File: config.mk
export PLATFORM = sky130hd
export DESIGN_NAME = pfp_code_protect
export DESIGN_NICKNAME = d
export VERILOG_FILES = /design/src/hw/pfp_pkg.sv /design/src/hw/pfp_code_protect.sv
export SDC_FILE = /design/constraint.sdc
export NUM_CORES = 1
export LEC_CHECK = 0
export ABC_AREA = 1
export BUFFER_PORTS_ARGS = -buffer_cell sky130_fd_sc_hd__clkbuf_2
export CAP_MARGIN = 10
export CORE_MARGIN = 2
export CORE_UTILIZATION = 46
export DETAILED_ROUTE_END_ITERATION = 10
export PLACE_DENSITY_LB_ADDON = 0.05
export SYNTH_ARGS = -nofsm -noshare
export SYNTH_HDL_FRONTEND = slang
export SYNTH_SLANG_ARGS = --single-unit
File: constraint.sdc
create_clock -name clk_sys -period 4.65 [get_ports clk_sys]
set_input_delay 0.465 -clock clk_sys [delete_from_list [all_inputs] [get_ports clk_sys]]
set_output_delay 0.465 -clock clk_sys [all_outputs]
set_load 0.02 [all_outputs]
File: src/hw/pfp_pkg.sv
/*
 * Constants, types and the region decoder shared by the program flash
 * protection block.
 * Assumes a 22-bit byte address space for program, ID and settings bytes.
 */
package pfp_pkg;
  localparam int AW = 22;
  localparam logic [21:0] BOOT_LAST_1K = 22'h0003ff;
  localparam logic [21:0] BOOT_LAST_2K = 22'h0007ff;
  localparam logic [21:0] BLK0_BASE = 22'h001000;
  localparam logic [21:0] BLK0_LAST = 22'h001fff;
  localparam logic [21:0] BLK1_BASE = 22'h002000;
  localparam logic [21:0] BLK1_LAST = 22'h003fff;
  localparam logic [21:0] ID_BASE = 22'h200000;
  localparam logic [21:0] ID_LAST = 22'h200007;
  localparam logic [21:0] CFG_DBG = 22'h300006;
  localparam logic [21:0] CFG_XL_MAIN = 22'h300008;
  localparam logic [21:0] CFG_XL_BOOT = 22'h300009;
  localparam logic [21:0] CFG_WL_MAIN = 22'h30000a;
  localparam logic [21:0] CFG_WL_BOOT = 22'h30000b;
  localparam logic [21:0] CFG_RL_MAIN = 22'h30000c;
  localparam logic [21:0] CFG_RL_BOOT = 22'h30000d;
  localparam logic [21:0] DEVID_LO = 22'h3ffffe;
  localparam logic [21:0] DEVID_HI = 22'h3fffff;
  localparam int BIT_BOOT = 6;
  localparam int BIT_SETTINGS = 5;
  localparam int BIT_DBG_N = 7;
  localparam int BIT_DEDICATED = 5;
  localparam logic [1:0] DBG_STACK_LEVELS = 2'd2;
  localparam int DBG_PMEM_BYTES = 512;
  localparam int DBG_DMEM_BYTES = 10;
  localparam logic [21:0] DBG_PMEM_BASE =
    BLK1_LAST - 22'(DBG_PMEM_BYTES) + 22'h000001;
  localparam logic [2:0] LOCK_RST = 3'b111;
  localparam logic DBG_N_RST = 1'b1;
  localparam logic DED_RST = 1'b0;
  localparam logic [1:0] REG_BOOT = 2'd0;
  localparam logic [1:0] REG_B0 = 2'd1;
  localparam logic [1:0] REG_B1 = 2'd2;
  localparam logic [1:0] REG_NONE = 2'd3;

  typedef enum logic [1:0] {
    PC_READ = 2'b00, PC_WRITE = 2'b01, PC_BLK_ERASE = 2'b10,
    PC_CHIP_ERASE = 2'b11
  } pfp_pcmd_t;

  typedef enum logic [1:0] {
    ST_IDLE = 2'b00, ST_ISSUE = 2'b01, ST_WAIT = 2'b11, ST_DONE = 2'b10
  } pfp_state_t;

  typedef struct packed {
    logic wr;
    logic [21:0] addr;
    logic [7:0] wdata;
  } pfp_treq_t;

  typedef struct packed {
    pfp_pcmd_t cmd;
    logic via_alt;
    logic [21:0] addr;
    logic [7:0] wdata;
  } pfp_preq_t;

  // The gap between a 1 Kbyte boot block and block zero counts as block zero.
  function automatic logic [1:0] pfp_region_of(input logic [21:0] a,
                                               input logic [21:0] boot_last);
    if (a <= boot_last) return REG_BOOT;
    else if (a <= BLK0_LAST) return REG_B0;
    else if (a <= BLK1_LAST) return REG_B1;
    else return REG_NONE;
  endfunction : pfp_region_of
endpackage : pfp_pkg

File: src/hw/pfp_code_protect.sv
/*
 * Program flash protection gate: checks CPU table accesses and external
 * programmer accesses against per-region lock bits and drives the flash.
 * Assumes the flash answers mem_rdata in the cycle after mem_rd_en, and
 * that pin inputs are asynchronous to clk_sys.
 */
`timescale 1ns/1ns
module pfp_code_protect #(
  parameter logic [21:0] BOOT_LAST = pfp_pkg::BOOT_LAST_2K,
  parameter logic [7:0] DEV_ID_LO = 8'h5a, // Value is arbitrary.
  parameter logic [7:0] DEV_ID_HI = 8'h3c // Value is arbitrary.
) (
  input wire logic clk_sys,
  input wire logic rstn,
  input wire logic cpu_req_valid,
  input wire pfp_pkg::pfp_treq_t cpu_req,
  input wire logic [21:0] cpu_exec_addr,
  output logic cpu_ready,
  output logic cpu_ack,
  input wire logic prog_req_valid,
  input wire pfp_pkg::pfp_preq_t prog_req,
  output logic prog_ready,
  output logic prog_ack,
  output logic [7:0] rsp_data,
  output logic rsp_denied,
  input wire logic main_prog_hv,
  input wire logic main_reset_prog_pin,
  input wire logic alt_reset_prog_pin,
  input wire logic small_package_emulation_strap,
  output logic mem_rd_en,
  output logic mem_wr_en,
  output logic mem_blk_erase,
  output logic mem_chip_erase,
  output logic [21:0] mem_addr,
  output logic [7:0] mem_wdata,
  input wire logic [7:0] mem_rdata,
  output logic legacy_prog_active,
  output logic alt_prog_active,
  output logic dbg_enable,
  output logic dbg_pins_reserved,
  output logic [1:0] dbg_stack_rsvd,
  output logic small_package_mode
);
  import pfp_pkg::*;

  logic [3:0] pin_raw, pin_s1_ff, pin_s2_ff;
  logic [2:0] ext_lock_ff, wr_lock_ff, rd_lock_ff;
  logic set_lock_ff, dbg_n_ff, ded_ff, small_pkg_ff;
  logic [7:0] id_mem_ff [0:7];
  pfp_state_t state_ff;
  logic is_prog_ff, rd_mem_ff, denied_ff;
  logic [7:0] rd_direct_ff, rsp_data_ff;
  logic legacy_on, alt_on, prog_mode, take_cpu, take_prog, take, port_ok;
  logic r_wr, r_blk_erase, r_chip_erase;
  logic [21:0] r_addr;
  logic [7:0] r_wdata, nxt_direct;
  logic [1:0] tgt, exe;
  logic in_flash, is_id, cfg_ok, dbg_hit, rd_ok, wr_ok, cfg_we, nxt_denied;

  assign pin_raw = {small_package_emulation_strap, alt_reset_prog_pin,
                    main_reset_prog_pin, main_prog_hv};

  always_ff @(posedge clk_sys) begin
    if (!rstn) begin
      pin_s1_ff <= 4'h0;
      pin_s2_ff <= 4'h0;
    end else begin
      pin_s1_ff <= pin_raw;
      pin_s2_ff <= pin_s1_ff;
    end
  end

  assign legacy_on = pin_s2_ff[0];
  assign alt_on = ded_ff & pin_s2_ff[2] & ~pin_s2_ff[1];
  assign prog_mode = legacy_on | alt_on;
  assign legacy_prog_active = legacy_on;
  assign alt_prog_active = alt_on;

  assign cpu_ready = (state_ff == ST_IDLE) & ~prog_mode;
  assign prog_ready = (state_ff == ST_IDLE) & prog_mode;
  assign port_ok = prog_req.via_alt ? alt_on : legacy_on;
  assign take_cpu = cpu_req_valid & cpu_ready;
  assign take_prog = prog_req_valid & prog_ready & port_ok;
  assign take = take_cpu | take_prog;

  // The CPU request carries no erase code, so erases come only from the
  // programmer.
  assign r_wr = take_prog ? (prog_req.cmd == PC_WRITE) : cpu_req.wr;
  assign r_blk_erase = take_prog & (prog_req.cmd == PC_BLK_ERASE);
  assign r_chip_erase = take_prog & (prog_req.cmd == PC_CHIP_ERASE);
  assign r_addr = take_prog ? prog_req.addr : cpu_req.addr;
  assign r_wdata = take_prog ? prog_req.wdata : cpu_req.wdata;

  assign tgt = pfp_region_of(r_addr, BOOT_LAST);
  assign exe = pfp_region_of(cpu_exec_addr, BOOT_LAST);
  assign in_flash = tgt != REG_NONE;
  assign is_id = r_addr[21:3] == ID_BASE[21:3];
  assign cfg_ok = take_prog | set_lock_ff;
  assign dbg_hit = ~dbg_n_ff & (r_addr >= DBG_PMEM_BASE) &
                   (r_addr <= BLK1_LAST);

  // External lock gates only the programmer; the CPU sees the write and
  // foreign-read locks.
  assign rd_ok = take_prog ? ext_lock_ff[tgt] :
                 (rd_lock_ff[tgt] | (exe == tgt));
  assign wr_ok = take_prog ? ext_lock_ff[tgt] :
                 (wr_lock_ff[tgt] & ~dbg_hit);
  assign cfg_we = take & r_wr & cfg_ok & ~r_blk_erase & ~r_chip_erase;
  assign nxt_denied = in_flash & ~r_blk_erase & ~r_chip_erase &
                      (r_wr ? ~wr_ok : ~rd_ok);

  always_comb begin
    nxt_direct = 8'h00;
    if (is_id) begin
      nxt_direct = id_mem_ff[r_addr[2:0]];
    end else begin
      unique case (r_addr)
        CFG_DBG: nxt_direct = {dbg_n_ff, 1'b0, ded_ff, 5'h00};
        CFG_XL_MAIN: nxt_direct = {6'h00, ext_lock_ff[2:1]};
        CFG_XL_BOOT: nxt_direct = {1'b0, ext_lock_ff[0], 6'h00};
        CFG_WL_MAIN: nxt_direct = {6'h00, wr_lock_ff[2:1]};
        CFG_WL_BOOT: nxt_direct = {1'b0, wr_lock_ff[0], set_lock_ff, 5'h00};
        CFG_RL_MAIN: nxt_direct = {6'h00, rd_lock_ff[2:1]};
        CFG_RL_BOOT: nxt_direct = {1'b0, rd_lock_ff[0], 6'h00};
        DEVID_LO: nxt_direct = DEV_ID_LO;
        DEVID_HI: nxt_direct = DEV_ID_HI;
        default: nxt_direct = 8'h00;
      endcase
    end
  end

  // Lock bits clear only where a zero is written; only reset and erases restore ones.
  always_ff @(posedge clk_sys) begin
    if (!rstn) begin
      ext_lock_ff <= LOCK_RST;
      wr_lock_ff <= LOCK_RST;
      rd_lock_ff <= LOCK_RST;
      set_lock_ff <= 1'b1;
    end else if (r_chip_erase) begin
      ext_lock_ff <= LOCK_RST;
      wr_lock_ff <= LOCK_RST;
      rd_lock_ff <= LOCK_RST;
      set_lock_ff <= 1'b1;
    end else if (r_blk_erase && in_flash) begin
      ext_lock_ff[tgt] <= 1'b1;
      wr_lock_ff[tgt] <= 1'b1;
      rd_lock_ff[tgt] <= 1'b1;
    end else if (cfg_we) begin
      unique case (r_addr)
        CFG_XL_MAIN: ext_lock_ff[2:1] <= ext_lock_ff[2:1] & r_wdata[1:0];
        CFG_XL_BOOT: ext_lock_ff[0] <= ext_lock_ff[0] & r_wdata[BIT_BOOT];
        CFG_WL_MAIN: wr_lock_ff[2:1] <= wr_lock_ff[2:1] & r_wdata[1:0];
        CFG_WL_BOOT: begin
          wr_lock_ff[0] <= wr_lock_ff[0] & r_wdata[BIT_BOOT];
          if (take_prog) begin
            set_lock_ff <= set_lock_ff & r_wdata[BIT_SETTINGS];
          end
        end
        CFG_RL_MAIN: rd_lock_ff[2:1] <= rd_lock_ff[2:1] & r_wdata[1:0];
        CFG_RL_BOOT: rd_lock_ff[0] <= rd_lock_ff[0] & r_wdata[BIT_BOOT];
        default: ;
      endcase
    end
  end

  always_ff @(posedge clk_sys) begin
    if (!rstn) begin
      dbg_n_ff <= DBG_N_RST;
      ded_ff <= DED_RST;
    end else if (cfg_we && r_addr == CFG_DBG) begin
      dbg_n_ff <= r_wdata[BIT_DBG_N];
      if (take_prog && !prog_req.via_alt) begin
        ded_ff <= r_wdata[BIT_DEDICATED];
      end
    end
  end

  always_ff @(posedge clk_sys) begin
    if (!rstn) begin
      for (int i = 0; i < 8; i++) begin
        id_mem_ff[i] <= 8'h00;
      end
    end else if (take && r_wr && is_id) begin
      id_mem_ff[r_addr[2:0]] <= r_wdata;
    end
  end

  always_ff @(posedge clk_sys) begin
    if (!rstn) begin
      small_pkg_ff <= 1'b0;
    end else begin
      small_pkg_ff <= ~dbg_n_ff & ded_ff & ~pin_s2_ff[3];
    end
  end

  assign small_package_mode = small_pkg_ff;
  assign dbg_enable = ~dbg_n_ff;
  assign dbg_pins_reserved = ~dbg_n_ff;
  assign dbg_stack_rsvd = dbg_n_ff ? 2'd0 : DBG_STACK_LEVELS;

  always_ff @(posedge clk_sys) begin
    if (!rstn) begin
      state_ff <= ST_IDLE;
    end else begin
      unique case (state_ff)
        ST_IDLE: if (take) state_ff <= ST_ISSUE;
        ST_ISSUE: state_ff <= ST_WAIT;
        ST_WAIT: state_ff <= ST_DONE;
        ST_DONE: state_ff <= ST_IDLE;
      endcase
    end
  end

  // Flash strobes stand for the single ISSUE cycle.
  always_ff @(posedge clk_sys) begin
    if (!rstn) begin
      mem_rd_en <= 1'b0;
      mem_wr_en <= 1'b0;
      mem_blk_erase <= 1'b0;
      mem_chip_erase <= 1'b0;
      mem_addr <= 22'h000000;
      mem_wdata <= 8'h00;
    end else begin
      mem_rd_en <= take & ~r_wr & ~r_blk_erase & ~r_chip_erase &
                   in_flash & rd_ok;
      mem_wr_en <= take & r_wr & in_flash & wr_ok;
      mem_blk_erase <= r_blk_erase & in_flash;
      mem_chip_erase <= r_chip_erase;
      if (take) begin
        mem_addr <= r_addr;
        mem_wdata <= r_wdata;
      end
    end
  end

  always_ff @(posedge clk_sys) begin
    if (!rstn) begin
      is_prog_ff <= 1'b0;
      rd_mem_ff <= 1'b0;
      denied_ff <= 1'b0;
      rd_direct_ff <= 8'h00;
    end else if (take) begin
      is_prog_ff <= take_prog;
      rd_mem_ff <= ~r_wr & ~r_blk_erase & ~r_chip_erase & in_flash & rd_ok;
      denied_ff <= nxt_denied;
      rd_direct_ff <= (r_wr | r_blk_erase | r_chip_erase) ? 8'h00 :
                      nxt_direct;
    end
  end

  always_ff @(posedge clk_sys) begin
    if (!rstn) begin
      rsp_data_ff <= 8'h00;
    end else if (state_ff == ST_WAIT) begin
      rsp_data_ff <= rd_mem_ff ? mem_rdata : rd_direct_ff;
    end
  end

  assign rsp_data = rsp_data_ff;
  assign rsp_denied = denied_ff;
  assign cpu_ack = (state_ff == ST_DONE) & ~is_prog_ff;
  assign prog_ack = (state_ff == ST_DONE) & is_prog_ff;

  logic [9:0] lock_all;
  assign lock_all = {ext_lock_ff, wr_lock_ff, rd_lock_ff, set_lock_ff};
endmodule : pfp_code_protect

# Word-level counts from Yosys, hierarchy flattened
# Memory sizes are Yosys's and may differ from the RTL's.
# Index checks and enable logic that the tools add are counted.
# totals
register_bits,76
latchBits,0
mem_bits_rw,64
romBits,0
in_bits,102
elab_cells,189
memories,1
# mem_list
name,depth,word_bits,read_ports,rd_ports_with_merged_regs,wr,line_no,text
id_mem_ff,8,8,1,0,8,pfp_code_protect.sv:49,logic [7:0] id_mem_ff [0:7];
# classes
addsub,0
multipliers,0
div,0
n_lt_le_gt_ge,9
n_eq_ne,19
shifts,0
muxes,47
n_bitwise,64
reduce_logical,25
# op_table
op,n
$eq A22 B22 Y1 const B,9
$pmux W8 S9,1
$le A22 B11 Y1 const B,2
$le A22 B13 Y1 const B,2
$le A22 B14 Y1 const B,2
$mux W8,5
$and A1 B1 Y1,39
$ge A22 B14 Y1 const B,1
$mux W22,1
$mux W3,7
$eq A19 B19 Y1 const B,1
$mux W1,19
$mux W2,9
$reduce_and A2 Y1,7
$reduce_bool A2 Y1,7
$not A1 Y1,13
$or A3 B3 Y3,3
$eq A2 B2 Y1 const B,4
$pmux W2 S4,1
$reduce_or A8 Y1,1
$and A2 B2 Y2,3
$bmux W1 S2,3
$logic_and A1 B1 Y1,6
$or A1 B1 Y1,6
10 further kinds,12

# Longest topological paths before layout
# logic_depth
ltp_word,18
ltp_mapped,20

# Least setup slack after synthesis
# No wires, ideal clock.
# synth_path
kind,register to register
from,register state_ff[0]
to,"memory id_mem_ff[4][0], enable pin"
setup_time_ns,0.329
arrival_time_ns,2.519
required_ns,4.321
slack_ns,1.802
path_stages_with_launch,13
period_less_slack_ns,2.848
cell_sequence,dfxtp_1 > or2_1 > nor3_1 > nand2_1 > nand2_1 > inv_1 > nor2_1 > inv_2 > nor2_1 > inv_1 > nor3_4 > nand2_4 > nand2_1
# synth_lines
item,line_no,text
start: declaration,pfp_code_protect.sv:50,pfp_state_t state_ff;
start signal: assignment,pfp_code_protect.sv:203,state_ff <= ST_IDLE;
start signal: assignment,pfp_code_protect.sv:206,ST_IDLE: if (take) state_ff <= ST_ISSUE;
start signal: assignment,pfp_code_protect.sv:207,ST_ISSUE: state_ff <= ST_WAIT;
end: declaration,pfp_code_protect.sv:49,

==> results.md <==
- Outcome: complete, no violations
- Clock Skew: 0.00721 ns
- Clock slew at reported path FFs: around 0.060 ns
- Grt met2 use: about two fifths
- Yosys top cell area share: around 28%
- Crit Path Class: register to register
- Flops & latches, synth: 140
- CTS tree: done
- DPL Wire Length: about 14000 microns
- Die span in y: roughly 130 microns
- FP Rows: between 40 and 50
- Reg area: about 3400 sq um
- DRT Pass-1 Iters: 5
- DRC Markers: 0
- Avg WL per Cell: around 16 microns
- Clock tree sinks: 140
- Yosys Warn Count: 0
- Vias in the first global route: between 5000 and 6000
- CP peak stage delay: 0.50 ns
- First-pass GRT wire length: roughly 30000 microns
- Number of synthesized flops with an enable pin: between 60 and 70
- Final Util: a little under three fifths
- Crit-path cells: nand3_2 > a21oi_4 > nand2_4 > nand2_1 > inv_1 > nor2_1 > inv_2 > nor2_1 > inv_1 > nor2_2 > nand3_2 > nand2_1
- Hold Path Class: input pin to register
- Antenna violations before repair: 0
- Pre-CTS setup slack: roughly 0.9 ns
- Clk root buf: clkbuf_16
- Setup TNS: 0 ns
- Ratio of final minimum period to clock period: about four fifths
- Setup bufs post-CTS: 0
- Diode count: 0
- Adder-cell share of the synthesized area: 0%
- Total grt overflow: 0
- Worst Path Required: approximately 4.7 ns
- Top_reg_cell synth: dfxtp_1
- Post-synth top area cell: edfxtp_1
- Core ar.: between 10000 and 15000 sq um
- Top Ports: roughly 160
- Final Hold Vio Count: 0
- Gr busiest metal: met2
- Slowest CP cell: a21oi_4
- DIE WIDTH: ~130 microns
- Critical path arrival: 3.84 ns
- Buf+Inv Stages, Crit Path: 3
- DR vias: 6248
- Ratio of cells with drive above 1 in the final layout: approximately 22%
- Met1 Usage GRT: around 32%
- Fill count: ~1500
- F_max: ~0.27 GHz
- Hold buffer count at cts: 0
- Worst Tran Pin Value: between 1 and 1.5 ns
- Seq/Total Area, Yosys: between 40 and 50%
- Synth async-reset ratio: 0%
- Compound-gate portion of the synthesized area: between 10% and 20%
- Post_cts resized: 0
- Pleak: 4.09 nW
- Routability cong.: 0.919
- Final Max Slew Viols: 0
- Setup WS post-layout: just under 0.9 ns
- Starting Density: ~47%
- Critical path peak fanout: 31
- Mux contribution to synthesized area: 0.579%
- Synth area leaders: edfxtp_1, dfxtp_1, nand2_1, nor2_1, inv_1
- Peak VDD IR: 0.000281 V
- Area Overhead vs Synth: 20.1%
- CP endpoint kind: register
- Met3 Track Usage GR: 4.01%
- Syn_nets: 979
- Tot GR Track Use: about a quarter
- Setup repair after global routing missed its margin: false
- Cell count after synthesis: slightly below 900
- Pin count of the biggest net entering global routing: 36
- Drt via density: 5.15
- Xor/xnor share of the synthesized area: 0%
- PD cells: ~350 nW/um^2
- Post-Synth Simple-Gate Area: between 30% and 40%
- Multi-input logic area: ~2900 sq um
- Crit path time final: approximately 3.8 ns
- CP Launch Type: register
- Die ar.: between 15000 and 20000 sq um
- Final #Nets: around 1100
- Slew headroom: a little under a quarter
- Clock Tree Buf Depth: 2
- Mapped Area: around 6900 sq um
- IO Port Bufs: approximately 140
- CTS buffer count: 17
- Synth Area per Inst: about 8 sq um
- Post-synth cell types: 47
- Number of max-cap violations: 0
- Total wire length: approximately 19000 microns
- Main combinational cell family by area after synthesis: simple AND/OR/NAND/NOR gates
- Setup violators final: 0
- Iter 0 DRT Violations: 403
- H-Tree Depth: 4
- Routed Antenna Nets: 0
- Cell family with most CP delay: simple AND/OR/NAND/NOR gates
- Worst skew pair latency: approximately 0.43 ns
[cell type report]
| cell class | count | share of cell area [%] |
|---|---|---|
| tap | 184 | 2.77 |
| inverter | 108 | 4.88 |
| multi-input combinational | 596 | 34.7 |
| clock inverter | 13 | 1.19 |
| clock buffer | 19 | 5.21 |
| sequential | 140 | 41.5 |
| timing repair buffer | 154 | 9.76 |
[logic make-up (layout without fill, tap and decap cells)]
kind of cell | after synthesis | count (layout)
flip-flops | 140 | 140
AND/OR/NAND/NOR | 470 | 470
AO/OA/AOI/OAI | 121 | 121
multiplexers | 4 | 4
buffers and inverters | 141 | 294
other | 1 | 1
[path summary, 6_finish.rpt]
path	startpoint	endpoint	slack (ns)	cells past startpoint
max	ded_ff	id_mem_ff[0][5]	0.89	12
min	main_reset_prog_pin	pin_s1_ff[1]	0.22	3
max reg2reg	ded_ff	id_mem_ff[0][5]	0.89	12
min reg2reg	pin_s2_ff[3]	small_package_mode	0.40	1
[cell usage after synthesis (2+ instances only)]
library cell	count
nor3_1	16
nor2b_1	2
o21a_1	4
a21oi_1	12
o22a_1	3
o22ai_1	7
nor2_1	126
nand3_1	51
or2_2	20
nand2_2	2
inv_2	7
mux2i_1	4
a21oi_4	2
o21ai_2	2
and3_1	2
inv_1	100
nand2_1	209
or2_0	2
nand3b_1	11
buf_4	4
clkbuf_1	16
buf_6	5
nand4_1	9
a21boi_1	2
dfxtp_1	76
edfxtp_1	64
o211ai_1	11
nand3_2	5
o21ai_1	18
o2111ai_1	6
nand2_4	6
o21ai_0	50
nor4_1	3
buf_2	7
[flip-flops by register name, indices dropped and copies added (netlist names), 2 cells and up]
register	cells
id_mem_ff	64
ext_lock_ff	3
pin_s2_ff	4
rsp_data	8
wr_lock_ff	3
mem_wdata	8
state_ff	2
pin_s1_ff	4
rd_direct_ff	8
rd_lock_ff	3
mem_addr	22
[cells in the final DEF (no fill, tap or decap), types with 3 or more instances in the layout]
master	netlist	final
a21oi_1	12	12
buf_4	4	10
clkbuf_16	0	17
clkbuf_2	0	143
clkinv_1	1	6
clkinvlp_4	0	3
dfxtp_1	76	76
edfxtp_1	64	64
inv_1	100	100
inv_2	7	7
mux2i_1	4	4
nand2_1	209	209
nand2_4	6	6
nand3_1	51	51
nand3_2	5	5
nand3b_1	11	11
nand4_1	9	9
nor2_1	126	125
nor3_1	16	16
nor4_1	3	3
o2111ai_1	6	6
o211ai_1	11	11
o21a_1	4	4
o21ai_0	50	50
o21ai_1	18	18
o22a_1	3	3
o22ai_1	7	7
or2_2	20	20
[where the power goes]
part	internal (mW)	switching, mW
combinational	0.107	0.224
clock	0.725	0.516
sequential	1.34	0.0222
[layer usage]
| metal | wire length (microns) | up-vias |
|---|---|---|
| met4 | 350 | 0 |
| met3 | 1060 | 28 |
| met5 | 0 | - |
| li1 | - | 3148 |
| met1 | 8500 | 2889 |
| met2 | 9110 | 183 |
[metrics by stage]
stage	instances	area (sq um)	hold slack, ns	power [mW]
after floorplan	877	6910	0.372	1.58
after global placement	1182	7770	0.388	1.71
after detailed placement	1182	7770	0.392	1.72
after CTS	1214	8300	0.216	2.94
after global routing	1214	8300	0.230	3.03
final	1214	8300	0.218	2.93
[tightest hold or removal path, delay by kind of cell]
kind,cells,cell delay (ns)
buffers and inverters,2,0.11
and+or+nand+nor,1,0.04
Note: power is estimated with default switching activity, not from simulation.
